<file path="src/wbdmu_params.svh">
// constants of the word, bit and digit move unit: offsets, fields, resets
// assumes a single clock domain and the plain register port of the top module
`ifndef WBDMU_PARAMS_SVH
`define WBDMU_PARAMS_SVH

`define WBDMU_ADDR_CTRL 8'h00
`define WBDMU_ADDR_FLAGS 8'h04
`define WBDMU_ADDR_IRQ_STATUS 8'h08
`define WBDMU_ADDR_IRQ_MASK 8'h0c
`define WBDMU_ADDR_RESULT 8'h10

`define WBDMU_CTRL_RESET 16'h0001
`define WBDMU_MASK_RESET 16'h0000
`define WBDMU_BIT_ENABLE 0
`define WBDMU_BIT_ZERO 0
`define WBDMU_BIT_SIGN 1
`define WBDMU_BIT_FAULT 2
`define WBDMU_IRQ_DONE 0
`define WBDMU_IRQ_FAULT 1

`define WBDMU_BIT_POS_MAX 8'h0f
`define WBDMU_DIGIT_MAX 4'h3

`endif

</file>
<file path="src/wbdmu_pkg.sv">
// types of the word, bit and digit move unit
// assumes nothing beyond a SystemVerilog compiler
`default_nettype none
package wbdmu_pkg;
  typedef enum logic [2:0] {
    OP_WORD_COPY = 3'h0,
    OP_DOUBLE_WORD_COPY = 3'h1,
    OP_COMPLEMENT_COPY = 3'h2,
    OP_IMMEDIATE_REFRESH_WORD_COPY = 3'h3,
    OP_SINGLE_BIT_COPY = 3'h4,
    OP_NIBBLE_COPY = 3'h5
  } wbdmu_op_type;
  typedef enum logic [1:0] {
    SRC_MEM = 2'h0,
    SRC_LITERAL = 2'h1,
    SRC_PINS = 2'h2
  } wbdmu_src_type;
  typedef enum logic {
    DST_MEM = 1'h0,
    DST_PINS = 1'h1
  } wbdmu_dst_type;
  typedef enum logic [2:0] {
    ST_IDLE = 3'h0,
    ST_READ_SRC = 3'h1,
    ST_READ_AUX = 3'h2,
    ST_WRITE_LO = 3'h3,
    ST_WRITE_HI = 3'h4,
    ST_DONE = 3'h5
  } wbdmu_state_type;
endpackage
`default_nettype wire

</file>
<file path="src/wbdmu_mem_if.sv">
// port bundle between the move unit and its data word store
// assumes both ends run on the same clock
`default_nettype none
interface wbdmu_mem_if;
  logic [3:0] addr;
  logic [15:0] writeData;
  logic writeEnable;
  logic [15:0] readData;
  modport owner (output addr, output writeData, output writeEnable, input readData);
  modport store (input addr, input writeData, input writeEnable, output readData);
endinterface
`default_nettype wire

</file>
<file path="src/wbdmu_mem.sv">
// sixteen data words; read data registered, one cycle after the address
// assumes the owner issues at most one access per cycle
`default_nettype none
module wbdmu_mem (
  // clock
  input wire logic clock,
  // access port
  wbdmu_mem_if.store port
);
  logic [15:0] words [0:15];

  always_ff @(posedge clock) begin
    if (port.writeEnable) begin
      words[port.addr] <= port.writeData;
    end
    port.readData <= words[port.addr];
  end
endmodule
`default_nettype wire

</file>
<file path="src/wbdmu_top.sv">
// word, double word, complement, bit and digit move datapath with registers
// assumes a synchronous active high reset and pins from outside the clock domain
`include "wbdmu_params.svh"
`default_nettype none
module wbdmu_top (
  // clock and reset
  input wire logic clock,
  input wire logic reset,
  // operation request
  input wire logic opStart,
  input wire logic [2:0] opCode,
  input wire logic [1:0] opSrcSel,
  input wire logic opDstSel,
  input wire logic [3:0] opSrcAddr,
  input wire logic [3:0] opDstAddr,
  input wire logic [15:0] opCtrl,
  input wire logic [31:0] opLiteral,
  // operation status
  output logic opBusy,
  output logic opDone,
  output logic zeroIndicator,
  output logic signIndicator,
  output logic faultIndicator,
  // physical pins
  input wire logic [15:0] inPins,
  output logic [15:0] outPins,
  // register port
  input wire logic [7:0] regAddr,
  input wire logic [15:0] regWriteData,
  input wire logic regWrite,
  input wire logic regRead,
  output logic [15:0] regReadData,
  // interrupt
  output logic irq
);
  wbdmu_mem_if memPort ();

  wbdmu_mem u_mem (
    .clock(clock),
    .port(memPort)
  );

  // bit copy: move bit n of src into bit m of dst, rest of dst kept
  function automatic logic [15:0] bitMove(input logic [15:0] src, input logic [15:0] dst,
                                          input logic [15:0] ctrl);
    logic [15:0] res;
    res = dst;
    res[ctrl[11:8]] = src[ctrl[3:0]];
    return res;
  endfunction

  // digit copy: upward with wrap on both words
  function automatic logic [15:0] digitMove(input logic [15:0] src, input logic [15:0] dst,
                                            input logic [15:0] ctrl);
    logic [15:0] res;
    logic [1:0] s;
    logic [1:0] d;
    res = dst;
    s = ctrl[1:0];
    d = ctrl[9:8];
    for (int i = 0; i < 4; i++) begin
      if (i <= int'(ctrl[5:4])) begin
        res[d*4 +: 4] = src[s*4 +: 4];
        s = s + 2'h1;
        d = d + 2'h1;
      end
    end
    return res;
  endfunction

  function automatic logic bitFault(input logic [15:0] ctrl);
    return (ctrl[7:0] > `WBDMU_BIT_POS_MAX) || (ctrl[15:8] > `WBDMU_BIT_POS_MAX);
  endfunction

  function automatic logic digitFault(input logic [15:0] ctrl);
    return (ctrl[3:0] > `WBDMU_DIGIT_MAX) || (ctrl[7:4] > `WBDMU_DIGIT_MAX) ||
           (ctrl[11:8] > `WBDMU_DIGIT_MAX);
  endfunction

  wbdmu_pkg::wbdmu_state_type state_r;
  wbdmu_pkg::wbdmu_state_type state_nxt;
  logic [2:0] op_r;
  wbdmu_pkg::wbdmu_src_type srcSel_r;
  wbdmu_pkg::wbdmu_dst_type dstSel_r;
  logic [3:0] srcAddr_r;
  logic [3:0] dstAddr_r;
  logic [15:0] ctrl_r;
  logic [31:0] literal_r;
  logic [15:0] pinSnap_r;
  logic [15:0] srcWord_r;
  logic [15:0] auxWord_r;
  logic [15:0] result_r;
  logic [15:0] pinSync1_r;
  logic [15:0] pinSync2_r;
  logic [15:0] pinSync3_r;
  logic [15:0] pinStable_r;
  logic [15:0] outPins_r;
  logic zero_r;
  logic sign_r;
  logic fault_r;
  logic [15:0] ctrlReg_r;
  logic [15:0] mask_r;
  logic [15:0] status_r;
  logic [15:0] status_nxt;
  logic [15:0] rdData_r;

  // request decode
  wire logic enable = ctrlReg_r[`WBDMU_BIT_ENABLE];
  wire logic opLegal = opCode <= 3'(wbdmu_pkg::OP_NIBBLE_COPY);
  wire logic accept = opStart && (state_r == wbdmu_pkg::ST_IDLE) && enable && opLegal;
  wire logic isImmediate = opCode == 3'(wbdmu_pkg::OP_IMMEDIATE_REFRESH_WORD_COPY);
  wire logic reqLiteral = opSrcSel == 2'(wbdmu_pkg::SRC_LITERAL);
  wire logic reqPins = isImmediate && (opSrcSel == 2'(wbdmu_pkg::SRC_PINS));
  wire wbdmu_pkg::wbdmu_src_type reqSrc =
    reqPins ? wbdmu_pkg::SRC_PINS : (reqLiteral ? wbdmu_pkg::SRC_LITERAL : wbdmu_pkg::SRC_MEM);
  wire wbdmu_pkg::wbdmu_dst_type reqDst =
    (isImmediate && opDstSel) ? wbdmu_pkg::DST_PINS : wbdmu_pkg::DST_MEM;

  wire logic isDouble = op_r == 3'(wbdmu_pkg::OP_DOUBLE_WORD_COPY);
  wire logic isComplement = op_r == 3'(wbdmu_pkg::OP_COMPLEMENT_COPY);
  wire logic isBit = op_r == 3'(wbdmu_pkg::OP_SINGLE_BIT_COPY);
  wire logic isNibble = op_r == 3'(wbdmu_pkg::OP_NIBBLE_COPY);
  wire logic isWordClass = !isBit && !isNibble;
  wire logic opErr = (isBit && bitFault(ctrl_r)) || (isNibble && digitFault(ctrl_r));

  // result of the low write
  wire logic [15:0] resultLo =
    isComplement ? ~srcWord_r :
    isBit ? bitMove(srcWord_r, auxWord_r, ctrl_r) :
    isNibble ? digitMove(srcWord_r, auxWord_r, ctrl_r) :
    srcWord_r;

  // source capture
  wire logic [15:0] srcCapture =
    (srcSel_r == wbdmu_pkg::SRC_LITERAL) ? literal_r[15:0] :
    (srcSel_r == wbdmu_pkg::SRC_PINS) ? pinSnap_r : memPort.readData;
  wire logic [15:0] auxCapture =
    (isDouble && srcSel_r == wbdmu_pkg::SRC_LITERAL) ? literal_r[31:16] : memPort.readData;

  // memory access
  wire logic writeLo = state_r == wbdmu_pkg::ST_WRITE_LO;
  wire logic writeHi = state_r == wbdmu_pkg::ST_WRITE_HI;
  wire logic [3:0] auxAddr = isDouble ? 4'(srcAddr_r + 4'h1) : dstAddr_r;
  assign memPort.addr =
    (state_r == wbdmu_pkg::ST_IDLE) ? opSrcAddr :
    (state_r == wbdmu_pkg::ST_READ_SRC) ? auxAddr :
    writeHi ? 4'(dstAddr_r + 4'h1) : dstAddr_r;
  assign memPort.writeData = writeHi ? auxWord_r : resultLo;
  assign memPort.writeEnable = (writeLo && dstSel_r == wbdmu_pkg::DST_MEM && !opErr) || writeHi;

  always_comb begin
    state_nxt = state_r;
    unique case (state_r)
      wbdmu_pkg::ST_IDLE: if (accept) state_nxt = wbdmu_pkg::ST_READ_SRC;
      wbdmu_pkg::ST_READ_SRC: state_nxt = wbdmu_pkg::ST_READ_AUX;
      wbdmu_pkg::ST_READ_AUX: state_nxt = wbdmu_pkg::ST_WRITE_LO;
      wbdmu_pkg::ST_WRITE_LO:
        state_nxt = isDouble ? wbdmu_pkg::ST_WRITE_HI : wbdmu_pkg::ST_DONE;
      wbdmu_pkg::ST_WRITE_HI: state_nxt = wbdmu_pkg::ST_DONE;
      wbdmu_pkg::ST_DONE: state_nxt = wbdmu_pkg::ST_IDLE;
      default: state_nxt = wbdmu_pkg::ST_IDLE;
    endcase
  end

  always_ff @(posedge clock) begin
    if (reset) begin
      state_r <= wbdmu_pkg::ST_IDLE;
    end else begin
      state_r <= state_nxt;
    end
  end

  // request latch; input pins are snapshot just before execution
  always_ff @(posedge clock) begin
    if (reset) begin
      op_r <= 3'h0;
      srcSel_r <= wbdmu_pkg::SRC_MEM;
      dstSel_r <= wbdmu_pkg::DST_MEM;
      srcAddr_r <= 4'h0;
      dstAddr_r <= 4'h0;
      ctrl_r <= 16'h0000;
      literal_r <= 32'h00000000;
      pinSnap_r <= 16'h0000;
    end else if (accept) begin
      op_r <= opCode;
      srcSel_r <= reqSrc;
      dstSel_r <= reqDst;
      srcAddr_r <= opSrcAddr;
      dstAddr_r <= opDstAddr;
      ctrl_r <= opCtrl;
      literal_r <= opLiteral;
      pinSnap_r <= pinStable_r;
    end
  end

  // operand capture; destination is read before any write, so src may equal dst
  always_ff @(posedge clock) begin
    if (reset) begin
      srcWord_r <= 16'h0000;
      auxWord_r <= 16'h0000;
    end else begin
      if (state_r == wbdmu_pkg::ST_READ_SRC) srcWord_r <= srcCapture;
      if (state_r == wbdmu_pkg::ST_READ_AUX) auxWord_r <= auxCapture;
    end
  end

  // pin synchroniser: a bit changes once stages two and three agree
  always_ff @(posedge clock) begin
    if (reset) begin
      pinSync1_r <= 16'h0000;
      pinSync2_r <= 16'h0000;
      pinSync3_r <= 16'h0000;
      pinStable_r <= 16'h0000;
    end else begin
      pinSync1_r <= inPins;
      pinSync2_r <= pinSync1_r;
      pinSync3_r <= pinSync2_r;
      pinStable_r <= (~(pinSync2_r ^ pinSync3_r) & pinSync3_r) |
                     ((pinSync2_r ^ pinSync3_r) & pinStable_r);
    end
  end

  // output pins refreshed right after execution
  always_ff @(posedge clock) begin
    if (reset) begin
      outPins_r <= 16'h0000;
    end else if (writeLo && dstSel_r == wbdmu_pkg::DST_PINS) begin
      outPins_r <= resultLo;
    end
  end

  // result flags
  always_ff @(posedge clock) begin
    if (reset) begin
      zero_r <= 1'b0;
      sign_r <= 1'b0;
      fault_r <= 1'b0;
      result_r <= 16'h0000;
    end else if (writeLo && isWordClass && !isDouble) begin
      zero_r <= resultLo == 16'h0000;
      sign_r <= resultLo[15];
      fault_r <= 1'b0;
      result_r <= resultLo;
    end else if (writeLo && !isWordClass) begin
      fault_r <= opErr;
      if (!opErr) result_r <= resultLo;
    end else if (writeHi) begin
      zero_r <= {auxWord_r, srcWord_r} == 32'h00000000;
      sign_r <= auxWord_r[15];
      fault_r <= 1'b0;
      result_r <= srcWord_r;
    end
  end

  // register port
  wire logic regWriteCtrl = regWrite && regAddr == `WBDMU_ADDR_CTRL;
  wire logic regWriteMask = regWrite && regAddr == `WBDMU_ADDR_IRQ_MASK;
  wire logic statusRead = regRead && regAddr == `WBDMU_ADDR_IRQ_STATUS;
  wire logic [15:0] flagsWord = {13'h0000, fault_r, sign_r, zero_r};
  wire logic [15:0] eventSet =
    {14'h0000, (state_r == wbdmu_pkg::ST_DONE) && fault_r, state_r == wbdmu_pkg::ST_DONE};
  wire logic [15:0] readMux =
    (regAddr == `WBDMU_ADDR_CTRL) ? ctrlReg_r :
    (regAddr == `WBDMU_ADDR_FLAGS) ? flagsWord :
    (regAddr == `WBDMU_ADDR_IRQ_STATUS) ? status_r :
    (regAddr == `WBDMU_ADDR_IRQ_MASK) ? mask_r :
    (regAddr == `WBDMU_ADDR_RESULT) ? result_r : 16'h0000;

  // a read clears status, an event in the same cycle still lands
  assign status_nxt = (statusRead ? 16'h0000 : status_r) | eventSet;

  always_ff @(posedge clock) begin
    if (reset) begin
      ctrlReg_r <= `WBDMU_CTRL_RESET;
      mask_r <= `WBDMU_MASK_RESET;
      status_r <= 16'h0000;
      rdData_r <= 16'h0000;
    end else begin
      if (regWriteCtrl) ctrlReg_r <= {15'h0000, regWriteData[`WBDMU_BIT_ENABLE]};
      if (regWriteMask) mask_r <= {14'h0000, regWriteData[1:0]};
      status_r <= status_nxt;
      rdData_r <= regRead ? readMux : 16'h0000;
    end
  end

  assign opBusy = state_r != wbdmu_pkg::ST_IDLE;
  assign opDone = state_r == wbdmu_pkg::ST_DONE;
  assign zeroIndicator = zero_r;
  assign signIndicator = sign_r;
  assign faultIndicator = fault_r;
  assign outPins = outPins_r;
  assign regReadData = rdData_r;
  assign irq = |(status_r & mask_r);
endmodule
`default_nettype wire
</file>
<file path="config.mk">
export PLATFORM = sky130hd
export DESIGN_NAME = wbdmu_top
export DESIGN_NICKNAME = d
export VERILOG_FILES = /design/src/wbdmu_pkg.sv /design/src/wbdmu_mem_if.sv /design/src/wbdmu_mem.sv /design/src/wbdmu_top.sv
export VERILOG_INCLUDE_DIRS = /design/src
export SDC_FILE = /design/constraint.sdc
export NUM_CORES = 1
export LEC_CHECK = 0
export ABC_AREA = 0
export BUFFER_PORTS_ARGS = -buffer_cell sky130_fd_sc_hd__buf_2
export CORE_ASPECT_RATIO = 1.25
export CORE_UTILIZATION = 59
export CTS_CLUSTER_DIAMETER = 100
export DETAILED_ROUTE_END_ITERATION = 8
export GPL_TIMING_DRIVEN = 0
export HOLD_SLACK_MARGIN = 0.15
export PLACE_DENSITY = 0.78
export RECOVER_POWER = 100
export SLEW_MARGIN = 0
export SYNTH_ARGS = -nofsm -noshare
export SYNTH_HDL_FRONTEND = slang
export SYNTH_SLANG_ARGS = --single-unit
</file>
<file path="constraint.sdc">
create_clock -name clock -period 8.1 [get_ports clock]
set_input_delay 0.81 -clock clock [delete_from_list [all_inputs] [get_ports clock]]
set_output_delay 0.81 -clock clock [all_outputs]
set_load 0.005 [all_outputs]
</file>
* Word-level counts from Yosys, hierarchy flattened *
Memories as Yosys holds them, arrays and structs flattened. A register that Yosys moved wholly into a read port is not among the register bits.
Index checks and enable logic that the tools add are counted.
Widths: inputs -> output; s select.

operators by class
  $add $sub $neg = 12
  magnitude comparators = 12
  equal/unequal tests = 21
  shift-type cells = 12
  mux-type cells = 53
  bitwise logic cells = 10
  reductions and logical operators = 45

operators by type and width
  kind                     count
  $mux 16                  18
  $neg 4->34               4
  $shift 4x34->16 const A  4
  $shiftx 4x34->16         4
  $bwmux 16                5
  $shiftx 16x5->4          4
  $and 16x16->16           2
  $logic_not 32->1         1
  $not 16->16              2
  $logic_and 1x1->1        20
  $and 16x2->16            1
  $eq 8x4->1 const B       2
  $gt 8x4->1 const B       2
  $logic_not 16->1         1
  $mux 1                   16
  $mux 4                   4
  $or 16x16->16            1
  $or 16x2->16             1
  $reduce_or 16->1         1
  $xor 16x16->16           1
  $pmux 3 s5               1
  $add 2x1->2 const B      6
  $eq 3x2->1 const B       4
  $eq 3x3->1 const B       4
  other kinds (29)         56

word-level totals
  register bits after elaboration = 247
  bits in writable memories = 256
  input port bits = 107
  output and inout port bits = 38
  word-level logic and storage cells = 192
  memories = 1

memories
  name         depth  width  read ports  clocked after Yosys merged registers in  wr ports  line             text
  u_mem.words  16     16     1           1                                        1         wbdmu_mem.sv:10  logic [15:0] words [0:15];

* Logic depth before layout (Yosys ltp) *
  depth after elaboration = 15
  mapped depth = 17
  depth with buffers taken out = 16

* Cells and area by module *
From an unflattened synthesis, not the netlist that was laid out.

second synthesis, totals
  cells, all modules = 2008
  area, all modules = 22427.8 um^2

by module, submodules not included
  module     instances  cells an instance  area each (um^2)  seq. area each (um^2)
  wbdmu_top  1          1574               12336.8           4664.5
  wbdmu_mem  1          434                10090.9           8007.7

* Least setup slack after synthesis *
OpenSTA, ideal clock, no wires.

  kind = reg2reg
  start point = register ctrl_r[8]
  end point = register zero_r (netlist: zeroIndicator)
  library setup time = 0.084 ns
  arrival = 4.032 ns
  data required time = 8.016 ns
  slack = 3.984 ns
  stages on the path, launching flop included = 15
  path buffers = 1
  period minus slack after synthesis = 4.116 ns
  cells stage by stage = dfxtp_1 clkinv_1 ha_1 clkbuf_1 xnor2_1 ha_1 a21oi_1 ha_1 nor2_1 a21boi_0 a2111oi_0 nor3_1 or4_1 or4_1 o31ai_2

between the ends
  longest elaborated chain between the ends = 14
  elaborated cells on any way between the ends = 35
  those cells by class = add/sub: 7; order compare: 2; shift: 8; mux: 16; reduce/logical: 2

ends and longest elaborated chain
  item                                              line                              text
  from (decl)                                       wbdmu_top.sv:87                   logic [15:0] ctrl_r;
  from (signal assigned)                            wbdmu_top.sv:190                  ctrl_r <= opCtrl;
  $add 2x1->2 / $neg 4->34 (equally long branches)  wbdmu_top.sv:65, wbdmu_top.sv:63
  $add 2x1->2 (tied with other cells)               wbdmu_top.sv:65                   d = d + 2'h1;
  $mux 2 (tied with other cells)                    wbdmu_top.sv:62                   if (i <= int'(ctrl[5:4])) begin
  $add 2x1->2 (tied with other cells)               wbdmu_top.sv:65
  $mux 2 (tied with other cells)                    wbdmu_top.sv:62
  $neg 4->34 / $bwmux 16 (equally long branches)    wbdmu_top.sv:63                   res[d*4 +: 4] = src[s*4 +: 4];
  $shiftx 4x34->16 (tied with other cells)          wbdmu_top.sv:63
  $bwmux 16                                         wbdmu_top.sv:63
  $mux 16                                           wbdmu_top.sv:62
  $mux 16                                           wbdmu_top.sv:130                  isNibble ? digitMove(srcWord_r, auxWord_r, ctrl_r) :
  $mux 16 (*)                                       wbdmu_top.sv:129                  isBit ? bitMove(srcWord_r, auxWord_r, ctrl_r) :
  $mux 16 (*)                                       wbdmu_top.sv:128                  isComplement ? ~srcWord_r :
  $logic_not 16->1 (*)                              wbdmu_top.sv:240                  zero_r <= resultLo == 16'h0000;
  $mux 1 (*)                                        wbdmu_top.sv:239                  end else if (writeLo && isWordClass && !isDouble) begin
  to (signal assigned)                              wbdmu_top.sv:235                  zero_r <= 1'b0;
  to (signal assigned)                              wbdmu_top.sv:240
  to (signal assigned)                              wbdmu_top.sv:248                  zero_r <= {auxWord_r, srcWord_r} == 32'h00000000;
  to (decl)                                         wbdmu_top.sv:98                   logic zero_r;

Mark *: on every way between the ends. The rest lies on a longest branch, timed or not.
A chain may end at the register's enable or synchronous reset.

* Worst setup path after layout *
  start point = register ctrl_r[8]
  end point = memory u_mem.words[1][1], data pin

between the ends
  longest elaborated chain between the ends = 13
  elaborated cells on any way between the ends = 34
  those cells by class = add/sub: 7; order compare: 2; shift: 8; mux: 16; reduce/logical: 1

ends and longest elaborated chain
  item                                              line                              text
  $add 2x1->2 / $neg 4->34 (equally long branches)  wbdmu_top.sv:65, wbdmu_top.sv:63
  $add 2x1->2 (tied with other cells)               wbdmu_top.sv:65
  $mux 2 (tied with other cells)                    wbdmu_top.sv:62
  $add 2x1->2 (tied with other cells)               wbdmu_top.sv:65
  $mux 2 (tied with other cells)                    wbdmu_top.sv:62
  $neg 4->34 / $bwmux 16 (equally long branches)    wbdmu_top.sv:63
  $shiftx 4x34->16 (tied with other cells)          wbdmu_top.sv:63
  $bwmux 16                                         wbdmu_top.sv:63
  $mux 16                                           wbdmu_top.sv:62
  $mux 16                                           wbdmu_top.sv:130
  $mux 16 (*)                                       wbdmu_top.sv:129
  $mux 16 (*)                                       wbdmu_top.sv:128
  $mux 16 (*)                                       wbdmu_top.sv:148                  assign memPort.writeData = writeHi ? auxWord_r : resultLo;
  net memPort.writeData[1]                          wbdmu_mem_if.sv:6                 logic [15:0] writeData;
  to (decl)                                         wbdmu_mem.sv:10

The timed path passes the listed nets; every way through them passes the cells marked *.

==> summary by stage <==
Logic synthesis
Measured against the total synthesized area, the mux share comes to 0.0359. After synthesis, the share of flip-flops with an asynchronous set or reset is 0. The share of the Yosys chip area taken by registers is 0.564. After synthesis the netlist holds a flip-flop and latch count of between 500 and 600. Of the total synthesized cell area, the portion taken by AND, OR, NAND and NOR gates is 0.173.

The largest family of logic cells by synthesized area is compound AO/OA/AOI/OAI gates. The fraction of the mapped netlist area in compound gates is 0.175. The fraction of the mapped netlist area in adder cells is 0.00946. The number of nets produced by synthesis is between 2,000 and 2,500. The count of yosys warnings during synthesis is 0.

After synthesis, the netlist uses 84 different library cells. The synthesized design contains 256 enable-type register cells. The synthesized netlist cell count is 2,258. The xor/xnor share of the synthesized area is 0.00735. The post-synthesis instance area is about 0.022 mm². The average instance area after synthesis is 9.96 µm². Among all flip-flop cells after synthesis, the most frequent one is sky130_fd_sc_hd__edfxtp_1.

Timing
The time the final worst path needs with I/O delays and setup is 6530 ps. The total negative slack is 0 ps. In this run the tightest slew margin relative to its limit is -0.793. The number of max-slew violations in the final report is a little under 200. The setup slack of the critical path after layout is between 1500 and 2000 ps. Setup violations remaining at the end of the flow were counted as 0. Of the available clock period, the critical path in the final layout requires 0.807. The number of hold violations in the final report is 0. On the final layout, the worst clock skew is between 20 and 25 ps. Based on the critical path, the design can be clocked at up to about 150 MHz. For the pin with the worst max-slew slack, the measured transition is between 2000 and 3000 ps.

Setup repair after global routing left no endpoint under its margin. The smallest hold slack is roughly 420 ps.

Critical path
The maximum fanout count along the critical path is 16. The arrival time at the worst endpoint is 6730 ps. The top cell family by delay on the critical path is simple AND/OR/NAND/NOR gates.

The worst setup path is launched from a flip-flop. The worst setup path is captured at a flip-flop. The depth of the worst register-to-register path is 12. On the critical path, the stage with the largest delay is an instance of sky130_fd_sc_hd__clkbuf_1.

STA puts the critical path data required time at 8300 ps. The number of buffers and inverters on the critical path is 3. The reg-to-reg critical path endpoint is u_mem.words[1][1].

The startpoint of the worst-slack reg-to-reg timing path is ctrl_r[8]. The setup path with the least slack is of type flip-flop to flip-flop. The signal on the critical path passes through clkinv_1 > ha_1 > clkbuf_1 > xnor2_1 > ha_1 > and4b_1 > or4_1 > or3b_2 > o32ai_1 > nor3_1 > a21oi_2 > clkbuf_1. On the worst path, the slowest cell contributes a delay of 970 ps. The setup slack on the worst flop-to-flop path is ~1600 ps.

Layout
After the last flow step, the layout net total stands at around 2,600. Relative to the synthesized area, the layout overhead comes to 12.4%. Counting the fill cells in the layout gives a little under 3,000. After routing the design area is roughly 0.025 mm². The final cell count without fillers is 2,969. The area taken by flip-flops and latches is 0.0127 mm². The area of the multi-input gates is ~0.009 mm². The share of final-layout standard cells stronger than drive strength 1 is 0.0846.

Global route
The number of antenna violations at the first check in global routing is 3. In the global route stage, met2 resource usage came out at 0.674. For this run, the total global-route usage over all layers was measured as 0.402. The wire length of the first global-routing pass is between 100,000 and 150,000 µm. The layer flagged by global routing as most heavily used is met2. The met3 demand-to-capacity share in global routing is 0.0826.

The number of global-route vias before repair is 18,200. Summed over all layers, the global routing overflow is 0. The met1 track demand over resource is 0.440.

The largest net degree at the start of global routing is 17.

Drt
In the routed design, unresolved DRC markers number 0. Dividing the detail-routed via count by the number of cells gives approximately 6.5. The initial detailed-routing violation count is 2,106.

After detailed routing, the average wire length per cell comes to 26.2 µm. For this run, the detailed router's first-pass iteration total came to 6. The count of nets left with antenna violations once routing finished came out at 0.

The routed layout has 19,200 vias. Summed over all layers, the routed wires come to around 78,000 µm.

Clocking
After clock tree synthesis, the clock-pin slew on the worst setup and hold paths is about 60 ps. The insertion delay to the later sink of the worst-skew pair is roughly 600 ps. The clock passes through at most 3 buffers. The number of setup buffers added after CTS is 0. The TritonCTS buffer count is 48. The buffer type at the clock tree root is sky130_fd_sc_hd__clkbuf_16. After clock tree synthesis, the repair step resized 0 gates. The quantity of hold-fixing buffers added after cts is 0. TritonCTS built the clock tree. The clock sink count is 505. The clock tree synthesis step divided the H-tree into 2 levels.

Die
From bottom edge to top edge, the die measures roughly 220 µm. The horizontal extent of the die is 177 µm. The die covers approximately 0.039 mm².

The placeable core region is between 0.03 and 0.04 mm². For this design the top-level I/O count stands at between 100 and 150. The floorplan has slightly below 80 rows. The initial core utilization is 0.602.

Worst hold path
The path with the worst hold slack has its endpoint at pinSync1_r[8]. The path class of the tightest hold or removal check is input pin to flip-flop. The hold path depth is 2. The worst hold path begins at inPins[8].

Power and ir drop
The power per standard cell area is ~270 mW/mm². The peak supply drop is 0.231 mV. In this run the static leakage power is around 8.6 nW.

Status
The run finished, with violations left. The final reports fail on max-capacitance violations, max-slew violations.

Placement
The port buffer count is about 130. The cell count after placement is around 2,900. The final weighted congestion in routability-driven placement is 1.09.

OpenSTA, run right after detailed placement, puts the worst setup slack at around 2100 ps. The detailed-placement wirelength estimate is between 50,000 and 60,000 µm. The placed instances occupy a cell area of approximately 0.024 mm².

Run
Max-cap violations in this run came to 14.
==> cell usage after synthesis (5+ instances only) <==
| cell type | instances | area share |
|---|---|---|
| sky130_fd_sc_hd__mux2i_1 | 56 | 0.025 |
| sky130_fd_sc_hd__edfxtp_1 | 256 | 0.34 |
| sky130_fd_sc_hd__mux4_2 | 9 | 0.0090 |
| sky130_fd_sc_hd__nor2_1 | 154 | 0.026 |
| sky130_fd_sc_hd__nand4_1 | 5 | 0.0014 |
| sky130_fd_sc_hd__o21ai_0 | 52 | 0.012 |
| sky130_fd_sc_hd__a31oi_1 | 40 | 0.011 |
| sky130_fd_sc_hd__nor2b_1 | 76 | 0.021 |
| sky130_fd_sc_hd__a211oi_1 | 151 | 0.050 |
| sky130_fd_sc_hd__o22ai_1 | 9 | 0.0025 |
| sky130_fd_sc_hd__and3_1 | 6 | 0.0017 |
| sky130_fd_sc_hd__nor4_1 | 13 | 0.0036 |
| sky130_fd_sc_hd__o211ai_1 | 5 | 0.0017 |
| sky130_fd_sc_hd__a221oi_1 | 11 | 0.0043 |
| sky130_fd_sc_hd__nand2b_1 | 11 | 0.0031 |
| sky130_fd_sc_hd__clkbuf_1 | 158 | 0.026 |
| sky130_fd_sc_hd__nand2_1 | 404 | 0.067 |
| sky130_fd_sc_hd__or3_1 | 6 | 0.0017 |
| sky130_fd_sc_hd__o21a_1 | 5 | 0.0017 |
| sky130_fd_sc_hd__nor3b_1 | 6 | 0.0020 |
| sky130_fd_sc_hd__a22oi_1 | 9 | 0.0030 |
| sky130_fd_sc_hd__a311oi_1 | 41 | 0.016 |
| sky130_fd_sc_hd__and2_1 | 82 | 0.023 |
| sky130_fd_sc_hd__nand3_1 | 25 | 0.0056 |
| sky130_fd_sc_hd__ha_1 | 17 | 0.0095 |
| sky130_fd_sc_hd__buf_2 | 6 | 0.0013 |
| sky130_fd_sc_hd__nor3_1 | 34 | 0.0076 |
| sky130_fd_sc_hd__o221ai_1 | 7 | 0.0027 |
| sky130_fd_sc_hd__a32oi_1 | 5 | 0.0019 |
| sky130_fd_sc_hd__a21oi_1 | 210 | 0.047 |
| sky130_fd_sc_hd__buf_1 | 12 | 0.0020 |
| sky130_fd_sc_hd__dfxtp_1 | 249 | 0.22 |
| sky130_fd_sc_hd__inv_1 | 24 | 0.0040 |
| sky130_fd_sc_hd__xnor2_1 | 16 | 0.0062 |
==> per-layer routing <==
metal	wire (µm)	up-vias
li1	-	8558
met1	26600	9126
met2	37100	1106
met3	6760	361
met4	7440	0
met5	0	-
==> power by group <==
group / switching, W / leakage, nW / total, W / internal (W)
clock: 0.000992 / 0.734 / 0.00219 / 0.00120
sequential: 0.000130 / 4.38 / 0.00301 / 0.00288
combinational: 0.00113 / 3.51 / 0.00157 / 0.000442
total: 0.00225 / 8.62 / 0.00678 / 0.00453
==> worst reg2reg max path: stages (launching register included) <==
cell                       delay (ps)
sky130_fd_sc_hd__dfxtp_1          500
sky130_fd_sc_hd__clkinv_1         400
sky130_fd_sc_hd__ha_1             420
sky130_fd_sc_hd__clkbuf_1         440
sky130_fd_sc_hd__xnor2_1          210
sky130_fd_sc_hd__ha_1             410
sky130_fd_sc_hd__and4b_1          300
sky130_fd_sc_hd__or4_1            600
sky130_fd_sc_hd__or3b_2           500
sky130_fd_sc_hd__o32ai_1          600
sky130_fd_sc_hd__nor3_1           490
sky130_fd_sc_hd__a21oi_2          280
sky130_fd_sc_hd__clkbuf_1         970
==> state kept, by name, summed over array words and instances (netlist names), 2 cells and up, named ones only <==
register,flops
literal_r,32
dstAddr_r,4
u_mem.words,256
auxWord_r,16
outPins,16
pinSync3_r,16
status_r,2
result_r,16
srcSel_r,2
srcAddr_r,4
u_mem.port.readData,16
srcWord_r,16
pinSnap_r,16
mask_r,2
pinSync1_r,16
state_r,3
ctrl_r,16
regReadData,16
pinSync2_r,16
op_r,3
==> area by class of cell <==
cell class,instances,share of cell area
Clock inverter,26,0.00965
Multi-Input combinational cell,1549,0.357
Inverter,25,0.00371
Antenna cell,2,0.000198
Buffer,179,0.0276
Sequential cell,505,0.501
Timing Repair Buffer,136,0.0258
Clock buffer,61,0.0507
Tap cell,486,0.0241
==> through the flow <==
step | utilization | power, W
2_1_floorplan | - | 0.00391
3_3_place_gp | 0.635 | 0.00452
3_5_place_dp | 0.638 | 0.00457
4_1_cts | 0.679 | 0.00671
5_1_grt | 0.677 | 0.00695
6_report | 0.677 | 0.00678
==> how the worst max path moves through the flow <==
stage | startpoint | endpoint | slack (ps) | depth (start not counted)
2_1_floorplan | ctrl_r[8] | zeroIndicator | 3980 | 14
3_3_place_gp | ctrl_r[8] | u_mem.words[12][1] | 1910 | 11
3_5_place_dp | ctrl_r[8] | u_mem.words[14][7] | 2070 | 17
4_1_cts | ctrl_r[8] | u_mem.words[3][7] | 2020 | 17
5_1_grt | ctrl_r[8] | u_mem.words[1][11] | 1420 | 14
6_report | ctrl_r[8] | u_mem.words[1][1] | 1570 | 12
==> placed cells by master (no fill, tap or decap), drive strengths merged, types with 7 or more instances in the layout <==
cell      n
and2     86
a22oi     9
mux4      9
a221oi   11
dfxtp   249
mux2i    56
inv      28
nor2    154
nand2b   11
o22ai     9
a21oi   210
a211oi  151
nor4     13
xnor2    17
nor2b    76
nand3    25
clkinv   17
o221ai    7
edfxtp  256
nor3     34
a31oi    40
nand2   404
ha       17
a311oi   41
buf     126
clkbuf  250
o21ai    54
==> cells by family (layout without fill, tap and decap cells) <==
logic type               Yosys count  count (layout)
AND/OR/NAND/NOR                  849             849
AO/OA/AOI/OAI                    596             596
flip-flops                       505             505
buffers and inverters            204             427
multiplexers                      69              69
XOR/XNOR                          18              18
adder cells (fa/ha/maj)           17              17
other                              0               2
Note: power is estimated with default switching activity, not from simulation.
